## config.mk

```make
export PLATFORM = sky130hd
export DESIGN_NAME = data_address_generator
export DESIGN_NICKNAME = d
export VERILOG_FILES = /design/src/dag_pkg.sv /design/src/data_address_generator.sv /design/src/pointer_pair.sv
export SDC_FILE = /design/constraint.sdc
export NUM_CORES = 1
export LEC_CHECK = 0
export ABC_AREA = 1
export BUFFER_PORTS_ARGS = -buffer_cell sky130_fd_sc_hd__buf_2
export CAP_MARGIN = 20
export CELL_PAD_IN_SITES_DETAIL_PLACEMENT = 1
export CELL_PAD_IN_SITES_GLOBAL_PLACEMENT = 1
export CORE_MARGIN = 2
export CORE_UTILIZATION = 42
export DETAILED_ROUTE_END_ITERATION = 16
export PLACE_DENSITY = 0.81
export SLEW_MARGIN = 15
export SYNTH_ARGS = -nofsm -noshare
export SYNTH_HDL_FRONTEND = slang
export SYNTH_SLANG_ARGS = --single-unit
```

## constraint.sdc

```tcl
create_clock -name ref_clk -period 12.27 [get_ports ref_clk]
set_clock_uncertainty 0.05 [all_clocks]
set_input_delay 1.8405 -clock ref_clk [delete_from_list [all_inputs] [get_ports ref_clk]]
set_output_delay 1.8405 -clock ref_clk [all_outputs]
set_load 0.05 [all_outputs]
```

## src/dag_pkg.sv

```systemverilog
package dag_pkg;

   // data address width and byte width
   localparam int ADDR_W = 12;
   localparam int BYTE_W = 8;

   // register port indices: pair n high at 2n, low at 2n+1
   localparam logic [2:0] REG_P0_HI = 3'h0;
   localparam logic [2:0] REG_P0_LO = 3'h1;
   localparam logic [2:0] REG_P1_HI = 3'h2;
   localparam logic [2:0] REG_P1_LO = 3'h3;
   localparam logic [2:0] REG_P2_HI = 3'h4;
   localparam logic [2:0] REG_P2_LO = 3'h5;
   localparam logic [2:0] REG_MODE = 3'h6;
   localparam int MODE_XBIT = 0;

   // reset values
   localparam logic [11:0] PTR_RESET = 12'h000;
   localparam logic [11:0] ADDR_RESET = 12'h000;
   localparam logic MODE_RESET = 1'b0;
   localparam logic [7:0] RDATA_RESET = 8'h00;

   // virtual operand map: pair n plain operand at VIRT_BASE0 - n*VIRT_STRIDE,
   // the other four operands just below it
   localparam logic [11:0] VIRT_BASE0 = 12'hFEF;
   localparam logic [11:0] VIRT_STRIDE = 12'h008;
   localparam logic [11:0] VIRT_SPAN = 12'h004;
   localparam logic [11:0] SFR_LO_OFS = 12'h006;
   localparam logic [11:0] SFR_HI_OFS = 12'h005;

   // access bank split and indexed window limit
   localparam logic [7:0] ACC_SPLIT = 8'h60;
   localparam logic [7:0] IDX_LIMIT = 8'h5F;
   localparam logic [3:0] TOP_BANK = 4'hF;
   localparam logic [3:0] LOW_BANK = 4'h0;
   localparam logic [7:0] ZERO_BYTE = 8'h00;
   localparam logic [3:0] HI_UNUSED = 4'h0;

   // virtual operand kinds, in order of distance below the plain operand
   typedef enum logic [2:0] {
      OP_PLAIN,
      OP_POST_INCREMENT_OPERAND,
      OP_POST_DECREMENT_OPERAND,
      OP_PRE_INCREMENT_OPERAND,
      OP_WORKING_OFFSET_OPERAND
   } vop_t;

   // pointer step commands
   typedef enum logic [1:0] {
      STEP_NONE,
      STEP_INC,
      STEP_DEC
   } step_t;

   // where read data comes from
   typedef enum logic [1:0] {
      SRC_NONE,
      SRC_MEM,
      SRC_ZERO,
      SRC_PTR
   } rsrc_t;

endpackage

```

## src/data_address_generator.sv

```systemverilog
// Our own choices: the plain strobed port and the register addresses.
`timescale 1ns/10ps
//
// Contract
// (RULE1) three 12-bit pointer pairs, high plus low
// (RULE2) virtual operands access memory at pair address
// (RULE3) pointer access ignores bank select, access bit
// (RULE4) post-decrement: use pointer, then decrement
// (RULE5) post-increment: use pointer, then increment
// (RULE6) pre-increment: increment first, then use
// (RULE7) offset operand: pointer plus signed working register
// (RULE8) plain operand: pointer address, pointer unchanged
// (RULE9) steps act on whole 12-bit pair
// (RULE10) pointer steps never touch status flags
// (RULE11) indirect read of virtual operand returns zero
// (RULE12) indirect write of virtual operand does nothing
// (RULE13) own-operand write to pair: store, no step
// (RULE14) pointers directly accessible; other registers indirectly
// (RULE15) extended, forced, address<=5Fh: pair two plus address
// (RULE16) extended, forced, address>=60h: top bank
// (RULE17) access bit set: bank select plus address
// (RULE18) extended mode leaves pairs zero, one unchanged
// (RULE19) inherent, literal instructions unaffected by mode
// (RULE20) destination bit: 1 file register, 0 working
// (RULE21) access bit 0 selects access bank
// (RULE22) indexed window spans pair two plus 5Fh
// (RULE23) pointer plus offset sums wrap 12 bits
//
module data_address_generator
   import dag_pkg::*;
#(
   parameter int PAIRS = 3
)
(
   // clock and reset
   input wire logic ref_clk,
   input wire logic rst_b,
   // register port
   input wire logic [2:0] reg_addr,
   input wire logic [7:0] reg_wdata,
   input wire logic reg_wr,
   input wire logic reg_rd,
   output logic [7:0] reg_rdata,
   // core request
   input wire logic req_valid,
   input wire logic req_literal,
   input wire logic [7:0] req_file_addr,
   input wire logic req_access_bit,
   input wire logic req_write,
   input wire logic req_dest_bit,
   input wire logic req_commit,
   input wire logic [7:0] req_wdata,
   input wire logic [7:0] working_reg,
   input wire logic [3:0] bank_select,
   // data memory
   output logic [11:0] mem_addr,
   output logic mem_rd,
   output logic mem_wr,
   output logic [7:0] mem_wdata,
   input wire logic [7:0] mem_rdata,
   // results to core
   output logic w_wr,
   output logic [7:0] w_wdata,
   output logic [7:0] core_rdata,
   output logic core_rvalid,
   // mode state
   output logic ext_mode
);

   localparam int PW = 2;

   // register map and indexed window hold exactly three pairs
   if (PAIRS != 3) begin : g_pairs_check
      $error("PAIRS must be 3");
   end

   function automatic logic [11:0] vbase(input int n);
      vbase = VIRT_BASE0 - (12'(n) * VIRT_STRIDE);
   endfunction

   // state
   logic mode_reg;
   logic [7:0] reg_rdata_reg;
   logic [7:0] reg_rdata_next;
   logic [11:0] mem_addr_reg;
   logic mem_rd_reg;
   logic mem_wr_reg;
   logic [7:0] mem_wdata_reg;
   logic w_wr_reg;
   logic [7:0] w_wdata_reg;
   logic [7:0] core_rdata_reg;
   logic [7:0] core_rdata_next;
   logic core_rvalid_reg;
   rsrc_t src1_reg;
   rsrc_t src2_reg;
   rsrc_t src_next;
   logic [7:0] byte1_reg;
   logic [7:0] byte2_reg;

   // pointer values and per-pair decode
   logic [11:0] ptr [PAIRS];
   logic [PAIRS-1:0] dhit;
   logic [2:0] dop [PAIRS];
   logic [PAIRS-1:0] thit;
   logic [PAIRS-1:0] tlo;
   logic [PAIRS-1:0] thi;

   // request qualification
   wire acc = req_valid && !req_literal; // RULE19
   wire rd_req = acc && !req_write;
   wire to_file = acc && req_write && req_dest_bit; // RULE20
   wire to_work = acc && req_write && !req_dest_bit; // RULE20

   // direct address forming
   wire xmode = mode_reg;
   wire idx_hit = xmode && !req_access_bit && (req_file_addr <= IDX_LIMIT); // RULE15
   wire [11:0] bank_addr = {bank_select, req_file_addr}; // RULE17 RULE21
   wire acc_top = req_file_addr >= ACC_SPLIT;
   wire [11:0] acc_addr = acc_top ? {TOP_BANK, req_file_addr} : {LOW_BANK, req_file_addr}; // RULE16 RULE21
   wire [11:0] idx_addr = ptr[2] + {4'h0, req_file_addr}; // RULE22 RULE23
   wire [11:0] dir_addr = req_access_bit ? bank_addr : (idx_hit ? idx_addr : acc_addr);

   // indirect selection
   logic ind_hit;
   logic [PW-1:0] ind_pair;
   vop_t ind_op;

   always_comb begin
      ind_hit = 1'b0;
      ind_pair = '0;
      ind_op = OP_PLAIN;
      for (int n = 0; n < PAIRS; n++) begin
         if (dhit[n] && !idx_hit) begin // RULE22
            ind_hit = 1'b1;
            ind_pair = PW'(n);
            ind_op = vop_t'(dop[n]);
         end
      end
   end

   // selected pointer and its offsets
   wire [11:0] ind_ptr = ptr[ind_pair];
   wire [11:0] w_ext = {{4{working_reg[7]}}, working_reg};
   wire [11:0] ptr_inc = ind_ptr + 12'h001;
   wire [11:0] ptr_working_offset_operand = ind_ptr + w_ext; // RULE7 RULE23

   // indirect address ignores bank select and access bit
   wire [11:0] ind_addr = (ind_op == OP_PRE_INCREMENT_OPERAND) ? ptr_inc : // RULE6
      (ind_op == OP_WORKING_OFFSET_OPERAND) ? ptr_working_offset_operand : ind_ptr; // RULE3 RULE4 RULE5 RULE8
   wire [11:0] fin_addr = ind_hit ? ind_addr : dir_addr; // RULE2

   // target classification
   wire tgt_virt = ind_hit && (|thit); // RULE11 RULE12
   wire tgt_sfr = (|tlo) || (|thi); // RULE14
   wire own_write = ind_hit && to_file && (tlo[ind_pair] || thi[ind_pair]); // RULE13
   wire no_mem = tgt_virt || tgt_sfr;

   // step of the selected pair; status flags live elsewhere
   wire nop_write = to_file && tgt_virt; // RULE12
   wire step_en = acc && req_commit && ind_hit && !own_write && !nop_write; // RULE10 RULE13
   step_t op_step;

   always_comb begin
      op_step = STEP_NONE;
      case (ind_op)
         OP_POST_DECREMENT_OPERAND: op_step = STEP_DEC; // RULE4
         OP_POST_INCREMENT_OPERAND: op_step = STEP_INC; // RULE5
         OP_PRE_INCREMENT_OPERAND: op_step = STEP_INC; // RULE6
         default: op_step = STEP_NONE;
      endcase
   end

   // pointer byte seen at the final target
   logic [7:0] sfr_byte;

   always_comb begin
      sfr_byte = ZERO_BYTE;
      for (int n = 0; n < PAIRS; n++) begin
         if (tlo[n]) begin
            sfr_byte = ptr[n][7:0];
         end
         if (thi[n]) begin
            sfr_byte = {HI_UNUSED, ptr[n][11:8]};
         end
      end
   end

   // per-pair decode, writes and storage
   for (genvar n = 0; n < PAIRS; n++) begin : g_pair
      localparam logic [11:0] VB = vbase(n);
      localparam logic [2:0] RHI = 3'(2 * n);
      localparam logic [2:0] RLO = 3'(2 * n + 1);
      // byte writes; the register port beats the core
      wire reg_hi = reg_wr && (reg_addr == RHI); // RULE14
      wire reg_lo = reg_wr && (reg_addr == RLO); // RULE14
      wire reg_any = reg_hi || reg_lo;
      wire core_ok = to_file && !tgt_virt && !reg_any;
      wire wr_hi = reg_hi || (core_ok && thi[n]); // RULE13 RULE14
      wire wr_lo = reg_lo || (core_ok && tlo[n]); // RULE13 RULE14
      wire [7:0] wbyte = reg_any ? reg_wdata : req_wdata;
      wire step_t step = (step_en && (ind_pair == PW'(n))) ? op_step : STEP_NONE; // RULE18

      // operand and pointer byte decode
      assign dhit[n] = (dir_addr <= VB) && (dir_addr >= (VB - VIRT_SPAN));
      assign dop[n] = 3'(VB - dir_addr);
      assign thit[n] = (fin_addr <= VB) && (fin_addr >= (VB - VIRT_SPAN));
      assign tlo[n] = fin_addr == (VB - SFR_LO_OFS);
      assign thi[n] = fin_addr == (VB - SFR_HI_OFS);

      pointer_pair u_pair ( // RULE1
         .ref_clk(ref_clk),
         .rst_b(rst_b),
         .wr_hi(wr_hi),
         .wr_lo(wr_lo),
         .wdata(wbyte),
         .step(step),
         .value(ptr[n])
      );
   end

   // register port read mux
   always_comb begin
      reg_rdata_next = ZERO_BYTE;
      case (reg_addr)
         REG_P0_HI: reg_rdata_next = {HI_UNUSED, ptr[0][11:8]}; // RULE1
         REG_P0_LO: reg_rdata_next = ptr[0][7:0];
         REG_P1_HI: reg_rdata_next = {HI_UNUSED, ptr[1][11:8]}; // RULE1
         REG_P1_LO: reg_rdata_next = ptr[1][7:0];
         REG_P2_HI: reg_rdata_next = {HI_UNUSED, ptr[2][11:8]}; // RULE1
         REG_P2_LO: reg_rdata_next = ptr[2][7:0];
         REG_MODE: reg_rdata_next = {7'h00, mode_reg};
         default: reg_rdata_next = ZERO_BYTE;
      endcase
   end

   // mode register
   always_ff @(posedge ref_clk) begin
      if (!rst_b) begin
         mode_reg <= MODE_RESET;
      end else if (reg_wr && (reg_addr == REG_MODE)) begin
         mode_reg <= reg_wdata[MODE_XBIT];
      end
   end

   // register read data, one cycle after the strobe
   always_ff @(posedge ref_clk) begin
      if (!rst_b) begin
         reg_rdata_reg <= RDATA_RESET;
      end else if (reg_rd) begin
         reg_rdata_reg <= reg_rdata_next;
      end else begin
         reg_rdata_reg <= RDATA_RESET;
      end
   end

   // memory request stage
   always_ff @(posedge ref_clk) begin
      if (!rst_b) begin
         mem_addr_reg <= ADDR_RESET;
         mem_rd_reg <= 1'b0;
         mem_wr_reg <= 1'b0;
         mem_wdata_reg <= ZERO_BYTE;
      end else begin
         mem_addr_reg <= fin_addr;
         mem_rd_reg <= rd_req && !no_mem; // RULE11
         mem_wr_reg <= to_file && !no_mem; // RULE12 RULE20
         mem_wdata_reg <= req_wdata;
      end
   end

   // working register result
   always_ff @(posedge ref_clk) begin
      if (!rst_b) begin
         w_wr_reg <= 1'b0;
         w_wdata_reg <= ZERO_BYTE;
      end else begin
         w_wr_reg <= to_work; // RULE20
         w_wdata_reg <= req_wdata;
      end
   end

   // read source of the current request
   always_comb begin
      src_next = SRC_NONE;
      if (rd_req) begin
         if (tgt_virt) begin
            src_next = SRC_ZERO; // RULE11
         end else if (tgt_sfr) begin
            src_next = SRC_PTR; // RULE14
         end else begin
            src_next = SRC_MEM;
         end
      end
   end

   // read pipeline, matched to the memory's one-cycle latency
   always_ff @(posedge ref_clk) begin
      if (!rst_b) begin
         src1_reg <= SRC_NONE;
         src2_reg <= SRC_NONE;
         byte1_reg <= ZERO_BYTE;
         byte2_reg <= ZERO_BYTE;
      end else begin
         src1_reg <= src_next;
         src2_reg <= src1_reg;
         byte1_reg <= sfr_byte;
         byte2_reg <= byte1_reg;
      end
   end

   // read result select
   always_comb begin
      core_rdata_next = ZERO_BYTE;
      case (src2_reg)
         SRC_MEM: core_rdata_next = mem_rdata;
         SRC_PTR: core_rdata_next = byte2_reg;
         SRC_ZERO: core_rdata_next = ZERO_BYTE; // RULE11
         default: core_rdata_next = ZERO_BYTE;
      endcase
   end

   // read result register
   always_ff @(posedge ref_clk) begin
      if (!rst_b) begin
         core_rdata_reg <= ZERO_BYTE;
         core_rvalid_reg <= 1'b0;
      end else begin
         core_rdata_reg <= core_rdata_next;
         core_rvalid_reg <= src2_reg != SRC_NONE;
      end
   end

   // outputs
   assign reg_rdata = reg_rdata_reg;
   assign mem_addr = mem_addr_reg;
   assign mem_rd = mem_rd_reg;
   assign mem_wr = mem_wr_reg;
   assign mem_wdata = mem_wdata_reg;
   assign w_wr = w_wr_reg;
   assign w_wdata = w_wdata_reg;
   assign core_rdata = core_rdata_reg;
   assign core_rvalid = core_rvalid_reg;
   assign ext_mode = mode_reg;

endmodule

```

## src/pointer_pair.sv

```systemverilog
`timescale 1ns/10ps
module pointer_pair
   import dag_pkg::*;
(
   // clock and reset
   input wire logic ref_clk,
   input wire logic rst_b,
   // byte writes
   input wire logic wr_hi,
   input wire logic wr_lo,
   input wire logic [7:0] wdata,
   // automatic step
   input wire step_t step,
   // pair value
   output logic [11:0] value
);

   logic [11:0] value_reg;
   logic [11:0] value_next;

   always_comb begin
      value_next = value_reg;
      if (wr_hi || wr_lo) begin
         if (wr_hi) begin
            value_next[11:8] = wdata[3:0];
         end
         if (wr_lo) begin
            value_next[7:0] = wdata;
         end
      end else begin
         case (step)
            STEP_INC: value_next = value_reg + 12'h001; // RULE9
            STEP_DEC: value_next = value_reg - 12'h001; // RULE9
            default: value_next = value_reg;
         endcase
      end
   end

   always_ff @(posedge ref_clk) begin
      if (!rst_b) begin
         value_reg <= PTR_RESET;
      end else begin
         value_reg <= value_next;
      end
   end

   assign value = value_reg;

endmodule

```

==> results of run 1 <==
==> kinds of logic after synthesis <==
kind of cell               synth area share [%]
buffers and inverters                      11.4
adders and majority gates                  8.78
DFF                                        22.3
and+or+nand+nor                            38.9
AOI/OAI and AO/OA                          14.4
xor gates and xnor gates                   4.23
==> layout make-up <==
class / instances / area, µm² / area share, %
sequential: 97 / 1940 / 20.2
clock buffer: 9 / 225 / 2.35
inverter: 188 / 706 / 7.36
timing repair buffer: 106 / 533 / 5.56
tap: 270 / 338 / 3.52
multi-input combinational: 1040 / 5760 / 60.1
clock inverter: 7 / 86.3 / 0.900
==> worst min-delay path by stage <==
stage	start	end	slack (ps)	cells after the start
after floorplan	byte1_reg[0]$_SDFF_PN0_	byte2_reg[0]$_SDFF_PN0_	340	2
after global placement	src1_reg[1]$_SDFF_PN0_	src2_reg[1]$_SDFF_PN0_	340	2
after detailed placement	byte1_reg[1]$_SDFF_PN0_	byte2_reg[1]$_SDFF_PN0_	350	2
after CTS	byte1_reg[5]$_SDFF_PP0_	byte2_reg[5]$_SDFF_PN0_	370	2
after global routing	byte1_reg[7]$_SDFF_PP0_	byte2_reg[7]$_SDFF_PN0_	390	2
final	byte1_reg[5]$_SDFF_PP0_	byte2_reg[5]$_SDFF_PN0_	370	2
==> where the power goes <==
group          internal, W  switching, W
logic            0.0000462      0.000114
registers         0.000323     0.0000100
clock network     0.000162      0.000135
total             0.000532      0.000259
==> cells in the mapped netlist, types with 11 or more instances <==
cell type | count | area (µm²)
nand4_1 | 27 | 169
buf_4 | 17 | 128
nand3_2 | 12 | 120
nor2_1 | 168 | 631
nand2_1 | 316 | 1190
dfxtp_1 | 97 | 1940
xnor2_1 | 11 | 96.3
a21oi_1 | 77 | 385
o21ai_0 | 67 | 335
xor2_1 | 31 | 272
nand2_2 | 16 | 100
nor2_2 | 11 | 68.8
o21ai_1 | 31 | 155
inv_2 | 26 | 97.6
clkbuf_1 | 12 | 45.0
nor2_4 | 14 | 158
inv_1 | 159 | 597
nand3_1 | 121 | 606
ha_1 | 53 | 663
==> through the flow <==
| step | utilization (%) | cells | power, W |
|---|---|---|---|
| after global routing | 47.2 | 1717 | 0.000825 |
| final | 47.2 | 1717 | 0.000791 |
| after floorplan | - | 1366 | 0.000450 |
| after CTS | 47.2 | 1717 | 0.000796 |
| after global placement | 45.7 | 1701 | 0.000495 |
| after detailed placement | 45.7 | 1701 | 0.000499 |
==> worst register-to-register path: cells and delay by family, from the launching register on <==
family,cells,cell delay [ps]
simple gates,35,3780
fa+ha+maj,6,2190
compound gates,14,1920
buf+inv,6,720
flops,1,410
xor+xnor,2,350
==> per-layer routing <==
metal / share of wire [%] / global-route usage (%) / wire length (µm)
met5: 0 / 0 / 0
met4: 2.9 / 8.76 / 889
met3: 6.1 / 5.12 / 1860
met2: 46 / 47.6 / 14200
met1: 45 / 35.9 / 13700
==> flow_metrics.py, run 1 <==
metrics = {
    "logic_synthesis": {
        "ys.flop_type": "dfxtp_1",
        "syn_area_um2": 8690,
        "yosys_warnings": 0,
        "synth_fp_nets": 1481,
        "synth_edf_count": 0,
        "seq_area_frac_synth_pct": 22.3,
        "synthArstFlopShare_pct": 0,
        "syn_inst": 1366,
        "synth.avg_cell_area_um2": 6.36,
        "synth_cell_types": 47,
        "ys_seq_elements": 97,
    },
    "worst_hold_path": {
        "hold_path_class": "register to register",
    },
    "status": {
        "status": "completed",
    },
    "timing": {
        "timing.hold.ws_ps": 367,
        "hold_viol": 0,
        "tns_ps": 0,
        "slew_violations": 0,
        "rsz0062_at_grt": "no",
        "period_needed_ps": 10600,
        "tightest_slew_ps": 889,
        "setup_viol": 0,
        "fmaxAchievable_ghz": 0.0943,
        "slew_headroom_pct": 40.4,
        "finalWorstSetupSlack_ps": 1670,
        "finalCritPeriodShare_pct": 86.4,
    },
    "cells_and_area": {
        "fill_cells": 2845,
        "final_cell_mix": "nand2_1 (316), nor2_1 (168), inv_1 (159), nand3_1 (121), buf_2 (105)",
        "syn2layout_area_growth_pct": 10.4,
        "nets": 1557,
        "antenna_cells": 0,
        "drive_gt1_share_pct": 15.7,
        "largest_reg_flops": 36,
        "fin_area_um2": 9590,
        "final_common_cell": "nand2_1",
    },
    "setup_path": {
        "ff2ff_setup_slack_ps": 2780,
        "reg2regPathDepth": 63,
        "worst-path-buf-inv": 7,
        "cpPeakStageDelay_ps": 520,
        "arrival_ps": 10850,
        "crit-reg2reg-launch": "g_pair[2].u_pair.value[0]$_SDFFE_PN0P_",
        "r2r-end": "g_pair[0].u_pair.value[11]$_SDFFE_PN0P_",
        "slowest_stage": "ha_1",
        "startpoint_type": "input port",
        "critPathKind": "input port to register",
        "crit_family": "simple AND/OR/NAND/NOR gates",
        "cp-end-kind": "register",
        "crit_fanout": 18,
        "critPathRequiredTime_ps": 12520,
        "cp.depth": 64,
        "cpMostUsedCell": "nand2_1",
        "crit_end": "g_pair[0].u_pair.value[11]$_SDFFE_PN0P_",
        "crit_start": "req_file_addr[0]",
    },
    "grt": {
        "antenna_found_initial": 0,
        "grt_max_degree": 60,
        "gr-total-overflow": 0,
        "grt_pass1_wl_mm": 48.5,
        "grtUsageTotal_pct": 27.9,
        "grt_pass1_vias": 9316,
    },
    "detailed_routing": {
        "drc": 0,
        "vias": 9331,
        "via_per_inst": 5.43,
        "antenna_left": 0,
        "drt_first_pass_iters": 5,
        "dr.first_iter.drc_count": 444,
        "routed_wl_mm": 30.6,
        "wire_per_inst_um": 17.9,
    },
    "die": {
        "design.core.area_um2": 20300,
        "die_h_um": 148,
        "ioPinCount": 106,
        "die_area_um2": 21900,
        "initial_core_util_pct": 42.8,
        "rows": 52,
        "fp.dieW_um": 148,
    },
    "clock_network": {
        "cts_resized": 0,
        "numCtsBuffers": 9,
        "cts_tree": "done",
        "htreeDepth": 3,
        "clock_path_buffers": 2,
        "root_buffer": "clkbuf_16",
        "cts_hold_buf": 0,
        "clk_pin_slew_ps": 80,
        "post-cts-setup-buffers": 0,
        "clock_latency_ps": 360,
        "clock-sinks": 97,
    },
    "power_and_ir_drop": {
        "ir_drop_mv": 0.0776,
        "p_leak_nw": 4.76,
        "cellPowerDensity_nw_per_um2": 82.5,
    },
    "placement": {
        "hpwlAfterDp_mm": 24.6,
        "gp_congestion": 1.00,
        "io_buffers": 105,
        "placed_area_um2": 9280,
        "place_ws_ps": 1430,
    },
    "run": {
        "maxCapViolations": 0,
    },
}
No activity file was read; power rests on OpenSTA's default activity.
==> run 2: changes to the inputs <==
--- a/config.mk
+++ b/config.mk
@@ -11,9 +11,9 @@
 export CELL_PAD_IN_SITES_DETAIL_PLACEMENT = 1
 export CELL_PAD_IN_SITES_GLOBAL_PLACEMENT = 1
 export CORE_MARGIN = 2
-export CORE_UTILIZATION = 42
+export CORE_UTILIZATION = 30
 export DETAILED_ROUTE_END_ITERATION = 16
-export PLACE_DENSITY = 0.81
+export PLACE_DENSITY = 0.61
 export SLEW_MARGIN = 15
 export SYNTH_ARGS = -nofsm -noshare
 export SYNTH_HDL_FRONTEND = slang
==> flow_metrics.py, run 2 (synthesis gave the netlist of run 1 again) <==
metrics = {
    "detailed_routing": {
        "routed_wl_mm": 33.0,
        "wire_per_inst_um": 18.0,
        "drc": 0,
        "via_per_inst": 5.00,
        "dr.first_iter.drc_count": 497,
        "vias": 9164,
        "antenna_left": 0,
        "drt_first_pass_iters": 5,
    },
    "timing": {
        "slew_violations": 0,
        "finalWorstSetupSlack_ps": 1610,
        "slew_headroom_pct": 44.4,
        "tightest_slew_ps": 827,
        "fmaxAchievable_ghz": 0.0938,
        "period_needed_ps": 10660,
        "setup_viol": 0,
        "hold_viol": 0,
        "tns_ps": 0,
        "rsz0062_at_grt": "no",
        "finalCritPeriodShare_pct": 86.9,
    },
    "die": {
        "die_h_um": 174,
        "fp.dieW_um": 174,
        "rows": 62,
        "initial_core_util_pct": 30.4,
        "die_area_um2": 30300,
        "design.core.area_um2": 28600,
        "ioPinCount": 106,
    },
    "cells_and_area": {
        "nets": 1560,
        "fill_cells": 3804,
        "final_common_cell": "nand2_1",
        "antenna_cells": 0,
        "final_cell_mix": "nand2_1 (316), nor2_1 (168), inv_1 (159), nand3_1 (121), buf_2 (105)",
        "fin_cells": 1834,
        "syn2layout_area_growth_pct": 12.0,
        "largest_reg_flops": 36,
        "drive_gt1_share_pct": 15.9,
    },
    "clock_network": {
        "root_buffer": "clkbuf_16",
        "clock-sinks": 97,
        "post-cts-setup-buffers": 0,
        "clock_path_buffers": 2,
        "cts_resized": 0,
        "cts_tree": "done",
        "clk_pin_slew_ps": 70,
        "numCtsBuffers": 9,
        "clock_latency_ps": 370,
        "cts_hold_buf": 0,
        "htreeDepth": 3,
    },
    "setup_path": {
        "critPathKind": "input port to register",
        "cp-end-kind": "register",
        "crit_end": "g_pair[2].u_pair.value[11]$_SDFFE_PN0P_",
        "cpPeakStageDelay_ps": 550,
        "worst-path-buf-inv": 5,
        "cp.depth": 64,
        "ff2ff_setup_slack_ps": 2730,
        "crit_start": "req_file_addr[0]",
        "crit_family": "simple AND/OR/NAND/NOR gates",
        "reg2regPathDepth": 61,
        "arrival_ps": 10910,
        "crit-reg2reg-launch": "g_pair[2].u_pair.value[5]$_SDFFE_PN0P_",
        "startpoint_type": "input port",
        "slowest_stage": "ha_1",
        "cpMostUsedCell": "nand2_1",
        "critPathRequiredTime_ps": 12520,
        "crit_fanout": 18,
        "r2r-end": "g_pair[2].u_pair.value[11]$_SDFFE_PN0P_",
    },
    "run": {
        "maxCapViolations": 0,
    },
    "status": {
        "status": "completed",
    },
    "grt": {
        "grt_pass1_vias": 9232,
        "antenna_found_initial": 0,
        "gr-total-overflow": 0,
        "grt_max_degree": 60,
        "grtUsageTotal_pct": 21.8,
        "grt_pass1_wl_mm": 51.3,
    },
    "worst_hold_path": {
        "holdPathStages": 2,
        "hold_path_class": "register to register",
    },
    "power_and_ir_drop": {
        "cellPowerDensity_nw_per_um2": 80.6,
        "ir_drop_mv": 0.0503,
        "p_leak_nw": 4.77,
    },
    "placement": {
        "place_ws_ps": 1330,
        "gp_congestion": 1.00,
        "hpwlAfterDp_mm": 26.7,
        "dp.cells": 1818,
        "io_buffers": 105,
    },
}
==> run 2: cell type report <==
| cell class | count | area, µm² | share of cell area, % |
|---|---|---|---|
| tap | 384 | 480 | 4.93 |
| clock inverter | 6 | 53.8 | 0.553 |
| clock buffer | 10 | 239 | 2.45 |
| timing repair buffer | 109 | 556 | 5.71 |
| multi-input combinational | 1040 | 5760 | 59.2 |
| inverter | 188 | 706 | 7.25 |
| sequential | 97 | 1940 | 19.9 |
==> run 2: metal layers <==
| layer | share of wire, % | wire length [µm] | vias up | global-route usage, % |
|---|---|---|---|---|
| met2 | 46 | 15100 | 202 | 36.6 |
| met1 | 47 | 15400 | 4310 | 28.3 |
| met5 | 0 | 0 | - | 0 |
| met3 | 4.3 | 1400 | 56 | 2.95 |
| li1 | - | - | 4596 | - |
| met4 | 3.1 | 1010 | 0 | 8.02 |
==> run 2: how the worst min path moves through the flow <==
stage | from | end | slack [ps]
2_1_floorplan | byte1_reg[0]$_SDFF_PN0_ | byte2_reg[0]$_SDFF_PN0_ | 340
3_3_place_gp | byte1_reg[1]$_SDFF_PN0_ | byte2_reg[1]$_SDFF_PN0_ | 350
3_5_place_dp | byte1_reg[6]$_SDFF_PP0_ | byte2_reg[6]$_SDFF_PN0_ | 350
4_1_cts | byte1_reg[6]$_SDFF_PP0_ | byte2_reg[6]$_SDFF_PN0_ | 370
5_1_grt | byte1_reg[7]$_SDFF_PP0_ | byte2_reg[7]$_SDFF_PN0_ | 390
6_report | byte1_reg[6]$_SDFF_PP0_ | byte2_reg[6]$_SDFF_PN0_ | 360
==> run 2: stage by stage <==
| stage | utilization (%) | hold WS (ps) | instance area [µm²] | total power, W |
|---|---|---|---|---|
| after global routing | 34.0 | 390 | 9740 | 0.000823 |
| after CTS | 34.0 | 365 | 9740 | 0.000795 |
| final | 34.0 | 364 | 9740 | 0.000785 |
| after detailed placement | 33.0 | 354 | 9440 | 0.000503 |
| after floorplan | - | 340 | 8690 | 0.000450 |
| after global placement | 33.0 | 349 | 9440 | 0.000502 |
==> run 2: power breakdown <==
part,total (W),switching (W),internal (W)
clock,0.000289,0.000142,0.000147
combinational,0.000163,0.000116,0.0000467
sequential,0.000333,0.00000967,0.000323
total,0.000785,0.000268,0.000517
==> run 2: tightest hold or removal path, stage by stage (launching register included) <==
cell     delay (ps)
dfxtp_1         310
nand2_1          50
inv_1            40
==> run 3: changes to the inputs <==
--- a/config.mk
+++ b/config.mk
@@ -13,7 +13,7 @@
 export CORE_MARGIN = 2
 export CORE_UTILIZATION = 30
 export DETAILED_ROUTE_END_ITERATION = 16
-export PLACE_DENSITY = 0.61
+export PLACE_DENSITY_LB_ADDON = 0.2
 export SLEW_MARGIN = 15
 export SYNTH_ARGS = -nofsm -noshare
 export SYNTH_HDL_FRONTEND = slang
==> constraint.sdc (replaced) <==
create_clock -name ref_clk -period 9.37 [get_ports ref_clk]
set_clock_uncertainty 0.05 [all_clocks]
set_input_delay 1.4055 -clock ref_clk [delete_from_list [all_inputs] [get_ports ref_clk]]
set_output_delay 1.4055 -clock ref_clk [all_outputs]
set_load 0.05 [all_outputs]
==> flow_metrics.py, run 3 (synthesis gave the netlist of run 1 again) <==
metrics = {
    "status": {
        "status": "completed",
    },
    "cells_and_area": {
        "nets": 1607,
        "syn2layout_area_growth_pct": 18.9,
        "antenna_cells": 0,
        "final_common_cell": "nand2_1",
        "post-route-util_pct": 36.1,
        "fin_cells": 1881,
        "drive_gt1_share_pct": 21.5,
        "largest_reg_flops": 36,
        "final_cell_mix": "nand2_1 (313), nor2_1 (163), inv_1 (158), nand3_1 (117), buf_2 (105)",
    },
    "die": {
        "ioPinCount": 106,
        "fp.dieW_um": 174,
        "die_h_um": 174,
        "design.core.area_um2": 28600,
        "rows": 62,
        "die_area_um2": 30300,
        "initial_core_util_pct": 30.4,
    },
    "setup_path": {
        "cp-end-kind": "register",
        "cpMostUsedCell": "nand2_1",
        "slowest_stage": "fa_1",
        "critPathKind": "input port to register",
        "cpPeakStageDelay_ps": 380,
        "critPathRequiredTime_ps": 9620,
        "crit-reg2reg-launch": "g_pair[2].u_pair.value[0]$_SDFFE_PN0P_",
        "crit_fanout": 7,
        "ff2ff_setup_slack_ps": 1420,
        "r2r-end": "g_pair[2].u_pair.value[11]$_SDFFE_PN0P_",
        "arrival_ps": 8820,
        "startpoint_type": "input port",
        "reg2regPathDepth": 65,
    },
    "power_and_ir_drop": {
        "ir_drop_mv": 0.0887,
        "p_leak_nw": 5.03,
        "cellPowerDensity_nw_per_um2": 101,
    },
    "grt": {
        "grt_max_degree": 60,
        "grtUsageTotal_pct": 22.1,
        "grt_pass1_vias": 9441,
        "antenna_found_initial": 0,
        "grt_pass1_wl_mm": 52.7,
        "gr-total-overflow": 0,
    },
    "run": {
        "maxCapViolations": 0,
    },
    "clock_network": {
        "clk_pin_slew_ps": 80,
        "clock-sinks": 97,
        "clock_path_buffers": 2,
        "numCtsBuffers": 9,
        "root_buffer": "clkbuf_16",
        "cts_tree": "done",
        "clock_latency_ps": 360,
        "htreeDepth": 3,
    },
    "detailed_routing": {
        "vias": 9392,
        "dr.first_iter.drc_count": 518,
        "wire_per_inst_um": 17.8,
        "via_per_inst": 4.99,
        "drc": 0,
        "routed_wl_mm": 33.5,
        "antenna_left": 0,
        "drt_first_pass_iters": 5,
    },
    "placement": {
        "dp.cells": 1860,
        "io_buffers": 105,
        "hpwlAfterDp_mm": 27.5,
        "gp_congestion": 0.927,
    },
    "timing": {
        "period_needed_ps": 8570,
        "finalCritPeriodShare_pct": 91.5,
        "slew_violations": 0,
        "slew_headroom_pct": 35.3,
        "fmaxAchievable_ghz": 0.117,
        "setup_viol": 0,
        "tightest_slew_ps": 965,
        "hold_viol": 0,
    },
    "worst_hold_path": {
        "holdPathStages": 2,
        "hold_path_class": "register to register",
        "hp-start": "byte1_reg[2]$_SDFF_PN0_",
        "min_to": "byte2_reg[2]$_SDFF_PN0_",
    },
}
run 3: timing repair:
| item | 4_1_cts | 5_1_grt |
|---|---|---|
| endpoints found under the setup margin | 0 | 18 |
| buffers inserted | 0 | 5 |
| resized for setup | 0 | 58 |
| hold buffers | 0 | 0 |
run 3: power breakdown:
part	leakage, nW	internal, W	switching, W
clock	0.147	0.000189	0.000193
combinational	4.09	0.0000703	0.000157
sequential	0.790	0.000423	0.0000119
run 3: critical path: cells and delay by family:
kind	cells	cell delay, ps
fa+ha+maj	6	1560
xor+xnor	2	280
simple gates	35	3130
buf+inv	7	520
compound gates	16	1870
run 3: layout make-up:
cell class,instances,area (µm²)
inverters,188,706
clock buffers,9,225
repair buffers,156,925
multi-input cells,1040,5980
fillers,3781,18300
flip-flops and latches,97,1940
clock inverters,7,73.8
well taps,384,480
run 3: worst max path at each step:
stage,from,endpoint,slack [ps]
after detailed placement,req_file_addr[0],g_pair[2].u_pair.value[11]$_SDFFE_PN0P_,-210
after floorplan,req_file_addr[0],g_pair[2].u_pair.value[11]$_SDFFE_PN0P_,570
final,req_file_addr[0],g_pair[2].u_pair.value[11]$_SDFFE_PN0P_,800
after global routing,req_file_addr[0],g_pair[2].u_pair.value[11]$_SDFFE_PN0P_,-40
after CTS,req_file_addr[0],g_pair[2].u_pair.value[11]$_SDFFE_PN0P_,170
after global placement,req_file_addr[0],g_pair[2].u_pair.value[11]$_SDFFE_PN0P_,160
run 3: stage by stage:
step	power, W	TNS (ps)	worst slack (ps)	instance area (µm²)	hold slack [ps]
6_report	0.00104	0	800	10300	350
5_1_grt	0.00110	-131	-38.5	10300	383
4_1_cts	0.00105	0	171	10100	353
3_5_place_dp	0.000666	-284	-206	9770	353
3_3_place_gp	0.000664	0	156	9770	347
2_1_floorplan	0.000589	0	571	8690	340
run 3: layer usage:
metal | routed length [µm] | global-route usage [%] | vias to the layer above
met2 | 16300 | 38.8 | 175
met5 | 0 | 0 | -
met1 | 15500 | 29.0 | 4498
met4 | 503 | 5.46 | 0
met3 | 1100 | 2.27 | 33
li1 | - | - | 4686
